--- config.mk ---
export PLATFORM = sky130hd
export DESIGN_NAME = sync_clock_divider_2_4_8
export DESIGN_NICKNAME = d
export VERILOG_FILES = /design/src/shared/clkdiv_pkg.sv /design/src/hdl/div_counter.sv /design/src/hdl/sync_clock_divider_2_4_8.sv
export SDC_FILE = /design/constraint.sdc
export NUM_CORES = 1
export LEC_CHECK = 0
export ABC_AREA = 1
export BUFFER_PORTS_ARGS = -buffer_cell sky130_fd_sc_hd__buf_2
export CORE_MARGIN = 4
export CORE_UTILIZATION = 35
export CTS_CLUSTER_SIZE = 25
export DETAILED_ROUTE_END_ITERATION = 10
export GPL_TIMING_DRIVEN = 0
export PLACE_DENSITY = 0.55
export SLEW_MARGIN = 20
export SYNTH_ARGS = -nofsm -noshare
export SYNTH_HDL_FRONTEND = slang
export SYNTH_SLANG_ARGS = --single-unit
--- constraint.sdc ---
create_clock -name clk -period 1.1 [get_ports clk]
set_input_delay 0.22 -clock clk [delete_from_list [all_inputs] [get_ports clk]]
set_output_delay 0.22 -clock clk [all_outputs]
set_load 0.02 [all_outputs]
--- src/shared/clkdiv_pkg.sv ---
// Constants and carrier types for the 2/4/8 synchronous clock divider.
// Assumes a single system clock; the divided clock input is a sampled level.
package clkdiv_pkg;

  // Divider chain geometry
  localparam int          DIV_BITS    = 3;
  localparam int          HALF_BIT    = 0;
  localparam int          QUARTER_BIT = 1;
  localparam int          EIGHTH_BIT  = 2;
  localparam logic [2:0]  COUNT_RESET = 3'h0;
  localparam logic [2:0]  COUNT_STEP  = 3'h1;
  localparam logic        FREEZE_RESET = 1'h0;

  // Sampled control pins of the divider
  typedef struct packed {
    logic clk_in;
    logic freeze;
    logic sync_clear;
  } ctrl_in_t;

  // Complementary divided outputs
  typedef struct packed {
    logic half_rate_out;
    logic half_rate_out_n;
    logic quarter_rate_out;
    logic quarter_rate_out_n;
    logic eighth_rate_out;
    logic eighth_rate_out_n;
  } div_out_t;

endpackage : clkdiv_pkg
--- src/hdl/div_counter.sv ---
// Three-stage divider counter with registered true and complement bits.
// Assumes step and clear are synchronous to clk and mutually resolved above.
`timescale 1ns/1ps
`default_nettype none

module div_counter
  import clkdiv_pkg::*;
(
  // Clock and reset
  input  wire logic                 clk,
  input  wire logic                 rst,
  input  wire logic                 ce,
  // Control
  input  wire logic                 clear,
  input  wire logic                 step,
  // Stage outputs
  output var  logic [DIV_BITS-1:0]  count_r,
  output var  logic [DIV_BITS-1:0]  count_n_r
);

  logic [DIV_BITS-1:0] count_nxt;

  // Clear beats step so alignment across devices is deterministic
  always_comb
  begin
    if (clear)
      count_nxt = COUNT_RESET;
    else if (step)
      count_nxt = count_r + COUNT_STEP;
    else
      count_nxt = count_r;
  end

  // One counter, one clock: every common edge lands together
  always_ff @(posedge clk)
  begin
    if (rst)
      count_r <= COUNT_RESET;
    else if (ce)
      count_r <= count_nxt;
  end

  // Complement kept in its own flops so both legs switch on one edge
  genvar i;
  generate
    for (i = 0; i < DIV_BITS; i++)
    begin : g_comp
      always_ff @(posedge clk)
      begin
        if (rst)
          count_n_r[i] <= ~COUNT_RESET[i];
        else if (ce)
          count_n_r[i] <= ~count_nxt[i];
      end
    end
  endgenerate

endmodule : div_counter

`default_nettype wire

--- src/hdl/sync_clock_divider_2_4_8.sv ---
// Synchronous divide-by-2/4/8 generator with freeze and clear controls.
// Assumes clk runs much faster than the divided input clock, whose level
// is sampled here; all pins are synchronous to clk.
`timescale 1ns/1ps
`default_nettype none

module sync_clock_divider_2_4_8
(
  // Clock, reset and enable
  input  wire logic               clk,
  input  wire logic               rst,
  input  wire logic               ce,
  // Divider pins
  input  wire clkdiv_pkg::ctrl_in_t pins,
  // Divided outputs
  output var  clkdiv_pkg::div_out_t outs
);

  import clkdiv_pkg::*;

  // Anything not a clean one counts as low, like a pulled-down pin
  // Case match, so X and Z land on the default rather than spread
  function automatic logic as_level(input logic x);
    case (x)
      1'b1:    as_level = 1'b1;
      default: as_level = 1'b0;
    endcase
  endfunction : as_level

  logic                clk_lvl;
  logic                freeze_lvl;
  logic                clear_lvl;
  logic                clk_in_r;
  logic                clear_r;
  logic                freeze_r;
  logic                skip_r;
  logic                rise;
  logic                fall;
  logic                step;
  logic [DIV_BITS-1:0] count_r;
  logic [DIV_BITS-1:0] count_n_r;

  // Pin levels with open inputs treated as low
  assign clk_lvl    = as_level(pins.clk_in);
  assign freeze_lvl = as_level(pins.freeze);
  assign clear_lvl  = as_level(pins.sync_clear);

  // Previous input clock and clear levels for edge finding
  always_ff @(posedge clk)
  begin
    if (rst)
    begin
      clk_in_r <= 1'b0;
      clear_r  <= 1'b0;
    end
    else if (ce)
    begin
      clk_in_r <= clk_lvl;
      clear_r  <= clear_lvl;
    end
  end

  // Edges of the input clock; a low reset sample matches its idle level
  assign rise = clk_lvl & ~clk_in_r;
  assign fall = ~clk_lvl & clk_in_r;

  // Freeze flop on the falling edge; it is stable across every rising
  // edge, so gating can never shorten an internal clock pulse
  always_ff @(posedge clk)
  begin
    if (rst)
      freeze_r <= FREEZE_RESET;
    else if (ce && fall)
      freeze_r <= freeze_lvl;
  end

  // Release while low costs one extra rising edge before counting
  always_ff @(posedge clk)
  begin
    if (rst)
      skip_r <= 1'b0;
    else if (ce)
    begin
      if (clear_lvl)
        skip_r <= 1'b0;
      else if (clear_r && !clk_lvl)
        skip_r <= 1'b1;
      else if (rise)
        skip_r <= 1'b0;
    end
  end

  // Advance on rising edges unless frozen, cleared or skipping
  assign step = rise & ~freeze_r & ~skip_r & ~clear_lvl;

  div_counter u_div_counter (
    .clk       (clk),
    .rst       (rst),
    .ce        (ce),
    .clear     (clear_lvl),
    .step      (step),
    .count_r   (count_r),
    .count_n_r (count_n_r)
  );

  // Straight from counter flops, true and complement legs
  assign outs.half_rate_out      = count_r[HALF_BIT];
  assign outs.half_rate_out_n    = count_n_r[HALF_BIT];
  assign outs.quarter_rate_out   = count_r[QUARTER_BIT];
  assign outs.quarter_rate_out_n = count_n_r[QUARTER_BIT];
  assign outs.eighth_rate_out    = count_r[EIGHTH_BIT];
  assign outs.eighth_rate_out_n  = count_n_r[EIGHTH_BIT];
endmodule : sync_clock_divider_2_4_8

`default_nettype wire

# After elaboration in Yosys (flattened, before gate mapping)

Cells that the tools add are included.

Bits in writable memories: 0
Word-level logic and storage cells: 35
Memories: 0
Output and inout bits: 6
Register bits after elaboration: 10
Bits in latches: 0
ROM bits: 0

Reductions and logical operators: 5
Mux-type cells: 8
Shift operators: 0
Divide/modulo/power cells: 0
Magnitude comparators: 0
Bitwise logic cells: 13
$mul: 0
Add/subtract/negate cells: 1
Equal/unequal tests: 0

Operators with widths:

| operator            | count |
|---|---|
| $not 1->1           | 8 |
| $mux 1              | 6 |
| $mux 3              | 2 |
| $and 1x1->1         | 5 |
| $add 3x1->3 const B | 1 |
| $reduce_bool 3->1   | 1 |
| $logic_and 1x1->1   | 2 |
| $reduce_and 2->1    | 1 |
| $logic_not 1->1     | 1 |

# Depth between registers and ports, before layout

Gate-level depths: netlist of run 1.

Depth after elaboration: 8
Depth in mapped cells: 7

# Hierarchy

From an unflattened synthesis of run 1, not the netlist that was laid out.

Cell total of the unflattened synthesis: 65
Area total of the unflattened synthesis: 447.9 sq um

By module, submodules not included:

| module                   | cells each | seq. area each (sq um) | instances | area an instance (sq um) |
|---|---|---|---|---|
| div_counter              | 39         | 120.1                  | 1         | 269.0 |
| sync_clock_divider_2_4_8 | 26         | 80.1                   | 1         | 178.9 |

# Least setup slack after synthesis of run 1

OpenSTA, ideal clock, no wires.

Kind: reg-to-reg
From: reg u_div_counter.count_r[0]
To: reg u_div_counter.count_r[1]
Stages on the path, launching flop included: 5
Arrival: 1,045 ps
Period minus slack after synthesis: 1,160 ps
Setup slack: -60 ps
Buffers on the path: 0
Cell sequence: dfxtp_1 -> ha_1 -> nand3b_1 -> nand3_2 -> a21oi_2

Word-level cells in the longest chain between the ends: 3

Ends and longest elaborated chain:

| what                   | RTL line          | text |
|---|---|---|
| from (decl)            | div_counter.sv:17 | `output var logic [DIV_BITS-1:0] count_r,` |
| from (signal assigned) | div_counter.sv:40 | `count_r <= count_nxt;` |
| $add 3x1->3            | div_counter.sv:29 | `count_nxt = count_r + COUNT_STEP;` |
| $mux 3                 | div_counter.sv:28 | `else if (step)` |
| $mux 3                 | div_counter.sv:26 | `if (clear)` |

No other way between the ends.
A chain may end at the register's enable or synchronous reset.

# Worst setup path after layout of run 1

From: reg u_div_counter.count_r[0]
To: reg u_div_counter.count_n_r[1]

Word-level cells in the longest chain between the ends: 4

Ends and longest elaborated chain:

| what                            | RTL line          | text |
|---|---|---|
| $add 3x1->3                     | div_counter.sv:29 |  |
| $mux 3                          | div_counter.sv:28 |  |
| $mux 3                          | div_counter.sv:26 |  |
| $not 1->1                       | div_counter.sv:53 | `count_n_r[i] <= ~count_nxt[i];` |
| to (signal, indexed assignment) | div_counter.sv:51 | `count_n_r[i] <= ~COUNT_RESET[i];` |
| to (signal, indexed assignment) | div_counter.sv:53 |  |
| to (decl)                       | div_counter.sv:18 | `output var logic [DIV_BITS-1:0] count_n_r` |

No other way between the ends.

==> results.toml, run 1 <==
[synth]
ys_types = 20
synth_xor_area_share_pct = 0
synth_top_family_by_area = "simple AND/OR/NAND/NOR gates"
synth-compound-area-share_pct = 15.9
avgSynthCellArea_um2 = 8.39
yosys.area.top_type = "dfxtp_1"
post-synth-top-area-fraction_pct = 39.1
synthTopCellsByArea = "dfxtp_1, nand2_1, nand3_2, a21oi_2, inv_1"
synth_simple_gate_area_share_pct = 33.7
yosys_warnings = 0
ys_seq_elements = 10
syn-instance-count = 61
syn_nets = 68
synthAdderAreaFrac_pct = 2.44
synth-async-reset-ratio_pct = 0
syn_area_um2 = 512
ys.flop_type = "dfxtp_1"
synthMuxAreaShare_pct = 0
ys_seq_area_share_pct = 39.1
synth-edff-count = 0

[floorplan]
die_h_um = 46.2
io_pins = 12
num_rows = 13
start_util_pct = 38.4
die_x_um = 46.2
die-area_mm2 = 0.00214
coreArea_mm2 = 0.00133

[cts]
clock-sinks = 10
cts.reportedPaths.clkPinSlew_ns = 0.06
clk_path_buf_depth = 2
clockRootBuffer = "clkbuf_4"
cts-htree-levels = 1
clock_latency_ns = 0.26
numCtsBuffers = 3
cts_tree = "done"
holdBufCountCts = 0

[sta]
relSlewSlack_pct = 86.7
min_period_ns = 1.04
maxSlewViolCount = 0
worst_pin_slew_ns = 0.197
fin_crit_sh_pct = 94.8
fin_tns_setup_ns = 0
fmax_mhz = 959
skew_ns = 0.00725
holdWs_ns = 0.183
rsz0062_at_grt = "no"
setup_viol = 0
hold_violations = 0

[outcome]
outcome = "complete, no violations"

[place]
place_congestion = 0.709
dp_hpwl_um = 789
io_buffers = 10

[pwr]
pwr-share-seq_pct = 51.7
p_leak_uw = 0.000269
switchingPower_uw = 209
p_per_area_mw_per_mm2 = 1210
p_comb_share_pct = 16.5
ir_worst_vdd_uv = 805
clkPwrFrac_pct = 31.9
netSwitchingFraction_pct = 27.5
intPower_uw = 552

[route]
drc = 0
firstDrtPassIters = 2
drt_iter0_markers = 12
ant_nets = 0
wl_per_cell_um = 11.2
wirelength_mm = 1.01
routed_via_density = 4.64
via_count = 418

[worst_setup_path]
rr_startpoint = "u_div_counter.count_r[0]"
endpoint_kind = "flop"
reg2reg_to = "u_div_counter.count_n_r[1]"
reg2reg_setup_slack_ns = 0.06
cp.arrival_ns = 1.19
critical_path.cell_chain = "ha_4, nand3b_1, nand3_2, o21ai_2, nand2_1"
worstPathRequired_ns = 1.25
cp_max_fo = 4
start_kind = "flop"
path_class = "reg -> reg"
max_stage_delay_ns = 0.36
cpMaxStageDelayCell = "dfxtp_4"
ff2ff_path_depth = 5

[worst_hold_path]
hold_path_class = "in -> reg"
worstHoldEndpoint = "u_div_counter.count_r[2]"
holdPathStages = 2
hp-start = "ce"

[final_layout]
diodes = 0
nFillCells = 134
syn_to_final_growth_pct = 22.7
fin_nets = 84
drive_gt1_share_pct = 45.3

[global_route]
grt_overflow = 0
grt_max_degree = 10
antenna_found_initial = 0
grt_use_total_pct = 11.9
grt_pass1_wl_mm = 1.75
grt_pass1_vias = 393

[flow_run]
maxCapViolCount = 0
worst max-delay path: cells and delay by family, from the launching register on:
| kind | cells | cell delay (ns) |
|---|---|---|
| AND/OR/NAND/NOR | 3 | 0.25 |
| AO/OA/AOI/OAI | 1 | 0.06 |
| adder cells (fa/ha/maj) | 1 | 0.25 |
| flip-flops | 1 | 0.36 |
cell usage after synthesis (2+ instances only):
cell,number
a21oi_1,3
a21oi_2,3
dfxtp_1,10
inv_1,6
inv_2,3
nand2_1,15
nand3_1,2
nand3_2,4
nor2_4,2
o21ai_0,2
o21ai_2,2
timing repair:
item,in CTS,in global routing
hold endpoints to repair,0,0
buffers inserted,0,1
endpoints found under the setup margin,0,3
resized for setup,0,2
flip-flops by register name, indices dropped and copies added, names as in the netlist:
register                 count
skip_r                       1
clk_in_r                     1
freeze_r                     1
clear_r                      1
u_div_counter.count_r        3
u_div_counter.count_n_r      3
worst max path at each step:
stage                             start  slack [ns]  cells after the start                    endpoint
2_1_floorplan  u_div_counter.count_r[0]        0.05                      4    u_div_counter.count_r[1]
3_3_place_gp   u_div_counter.count_r[1]        0.07                      4    u_div_counter.count_r[1]
3_5_place_dp   u_div_counter.count_r[1]        0.04                      4    u_div_counter.count_r[1]
4_1_cts        u_div_counter.count_r[0]        0.02                      5  u_div_counter.count_n_r[1]
5_1_grt        u_div_counter.count_r[0]       0.003                      5  u_div_counter.count_n_r[1]
6_report       u_div_counter.count_r[0]        0.06                      5  u_div_counter.count_n_r[1]
layer usage:
metal	track usage, %	vias to the layer above	part of all wire (%)
li1	-	227	-
met1	13.2	179	45
met2	18.4	10	46
met3	7.81	2	7.5
met4	3.41	0	0.79
met5	0	-	0
area by class of cell:
cell class	instances	area [µm²]	area share [%]
plain buffers	1	11.3	1.79
clock buffers	3	22.5	3.59
inverters	9	33.8	5.38
multi-input cells	41	279	44.4
flip-flops and latches	10	205	32.7
well taps	15	18.8	2.99
repair buffers	11	57.6	9.16
power by group through the flow:
stage               registers, µW  logic (µW)  clock network [µW]
finish                        393         125                 243
global route                  395         140                 287
CTS                           394         124                 260
detailed placement            402         123                   0
global placement              402         121                   0
floorplan                     412        75.3                   0
cell families (layout without fill, tap and decap cells):
kind of cell | count (synthesis) | after routing
flops | 10 | 10
buf+inv | 10 | 24
simple gates | 28 | 28
compound gates | 12 | 12
fa+ha+maj | 1 | 1
cell usage in the layout (no fill, tap or decap):
cell type  instances
buf_6              1
buf_4              1
o21ai_0            2
nand3_1            2
a21oi_1            3
dfxtp_1            8
dfxtp_2            1
nand4_1            1
o21ai_2            2
nand3_2            4
a21oi_2            3
ha_4               1
nand2_1           15
inv_1              6
nand3b_1           1
dfxtp_4            1
o21ai_1            1
nor2_8             1
nor2_1             1
nand2_2            1
nor2_4             2
clkbuf_4           3
a211oi_1           1
inv_2              3
buf_2             10
stage by stage:
stage                     power [µW]  setup slack [ns]  instance area (µm²)  instances  utilization, %
after detailed placement         525            0.0350                  583         86            43.7
after floorplan                  488            0.0493                  514         61               -
final                            761            0.0568                  628         90            47.1
after global placement           523            0.0745                  583         86            43.7
after global routing             823           0.00268                  628         90            47.1
after CTS                        778            0.0189                  606         89            45.4
Power figures use the tool's default switching activity.
==> inputs of run 2 (changes only) <==
--- a/config.mk
+++ b/config.mk
@@ -13,6 +13,7 @@
 export DETAILED_ROUTE_END_ITERATION = 10
 export GPL_TIMING_DRIVEN = 0
 export PLACE_DENSITY = 0.55
+export SETUP_SLACK_MARGIN = 0.2
 export SLEW_MARGIN = 20
 export SYNTH_ARGS = -nofsm -noshare
 export SYNTH_HDL_FRONTEND = slang
==> results.toml, run 2 (synthesis results as in run 1) <==
[route]
via_count = 447
firstDrtPassIters = 4
drc = 0
ant_nets = 0
wl_per_cell_um = 12.2
wirelength_mm = 1.11
drt_iter0_markers = 6
routed_via_density = 4.91

[worst_setup_path]
max_stage_delay_ns = 0.37
cpMaxStageDelayCell = "dfxtp_4"
reg2reg_setup_slack_ns = 0.07
worstPathRequired_ns = 1.25
critical_path.cell_chain = "ha_4, nand3b_1, nand3_2, o21ai_2, nand2_1"
cp_max_fo = 5
endpoint_kind = "flop"
cp.arrival_ns = 1.18
path_class = "reg -> reg"
critical_path_buf_inv_count = 0
start_kind = "flop"
crit_family = "flip-flops"

[final_layout]
nFillCells = 137
layout_common_cells = "nand2_1, inv_1, buf_4"
syn_to_final_growth_pct = 32.0
drive_gt1_share_pct = 53.9
top_regs = "u_div_counter.count_n_r: 3 flops, u_div_counter.count_r: 3 flops"
diodes = 0
fin_nets = 85
stdcell_area_um2 = 676
final_common_cell = "nand2_1"

[floorplan]
die-area_mm2 = 0.00214
die_h_um = 46.2
io_pins = 12
num_rows = 13
die_x_um = 46.2
coreArea_mm2 = 0.00133
start_util_pct = 38.4

[outcome]
outcome = "complete, no violations"

[sta]
relSlewSlack_pct = 87.1
rsz0062_at_grt = "yes"
maxSlewViolCount = 0
min_period_ns = 1.03
worst_slack_ns = 0.0729
fin_crit_sh_pct = 93.4
fin_tns_setup_ns = 0
hold_violations = 0
fmax_mhz = 974
setup_viol = 0
skew_ns = 0.00303
holdWs_ns = 0.174
worst_pin_slew_ns = 0.192

[cts]
cts_tree = "done"
cts.reportedPaths.clkPinSlew_ns = 0.06
numCtsBuffers = 3
cts-htree-levels = 1
clockRootBuffer = "clkbuf_4"
clock_latency_ns = 0.26
clk_path_buf_depth = 2
clock-sinks = 10

[global_route]
grt_pass1_vias = 400
antenna_found_initial = 0
grt_pass1_wl_mm = 1.70
grt_overflow = 0
grt_use_total_pct = 11.7
grt_max_degree = 10

[place]
place_congestion = 0.670
dp_hpwl_um = 767
dp_slack_ns = 0.0698
io_buffers = 10
placed_area_um2 = 601

[pwr]
ir_worst_vdd_uv = 606
p_leak_uw = 0.000283
p_per_area_mw_per_mm2 = 1160
p_total_uw = 780

[worst_hold_path]
hold_path_class = "in -> reg"

[flow_run]
maxCapViolCount = 0
==> run 2: cell count changes in the layout (fill, tap and decap cells not counted), moves of 2 or more <==
| cell | change |
|---|---|
| dfxtp_4 | +2 |
| buf_4 | +4 |
| dfxtp_2 | +3 |
| dfxtp_1 | -5 |
| buf_6 | +3 |
| buf_2 | -6 |
==> run 2: area by class of cell <==
cell class | instances | area (µm²) | share of cell area, %
well taps | 15 | 18.8 | 2.78
clock buffers | 3 | 22.5 | 3.33
multi-input cells | 41 | 282 | 41.7
inverters | 9 | 33.8 | 5.00
plain buffers | 1 | 11.3 | 1.67
repair buffers | 12 | 91.3 | 13.5
flip-flops and latches | 10 | 216 | 32.0
==> run 2: worst paths after layout <==
kind / startpoint / end / cells past startpoint
setup / recovery: u_div_counter.count_r[0] / u_div_counter.count_n_r[1] / 5
setup reg to reg: u_div_counter.count_r[0] / u_div_counter.count_n_r[1] / 5
hold reg to reg: u_div_counter.count_n_r[1] / u_div_counter.count_n_r[1] / 2
hold / removal: ce / u_div_counter.count_r[2] / 2
==> run 2: stage by stage <==
stage          util (%)  instances
2_1_floorplan         -         61
3_3_place_gp       45.0         86
3_5_place_dp       45.0         86
4_1_cts            50.4         91
5_1_grt            50.7         91
6_report           50.7         91
==> run 2: what timing repair did <==
item | 4_1_cts | 5_1_grt
endpoints found under the setup margin | 12 | 12
pin swaps | 2 | 3
buffers inserted | 2 | 0
gates resized for setup | 14 | 2
hold buffers | 0 | 0
hold endpoints to repair | 0 | 0
==> run 2: per-layer routing <==
| metal | GRT usage (%) | vias up | routed length [µm] |
|---|---|---|---|
| li1 | - | 230 | - |
| met1 | 14.1 | 206 | 502 |
| met2 | 16.2 | 11 | 534 |
| met3 | 6.25 | 0 | 74 |
| met4 | 6.82 | 0 | 0 |
| met5 | 0 | - | 0 |
==> run 2: where the power goes <==
part | total (µW) | switching (µW) | internal, µW
logic | 140 | 80.6 | 59.0
clock network | 247 | 121 | 126
registers | 393 | 16.5 | 377
total | 780 | 218 | 562
==> run 2: worst register-to-register path: stages, from the launching register on <==
cell      delay, ns
dfxtp_4        0.37
ha_4           0.25
nand3b_1       0.10
nand3_2        0.09
o21ai_2        0.06
nand2_1        0.05
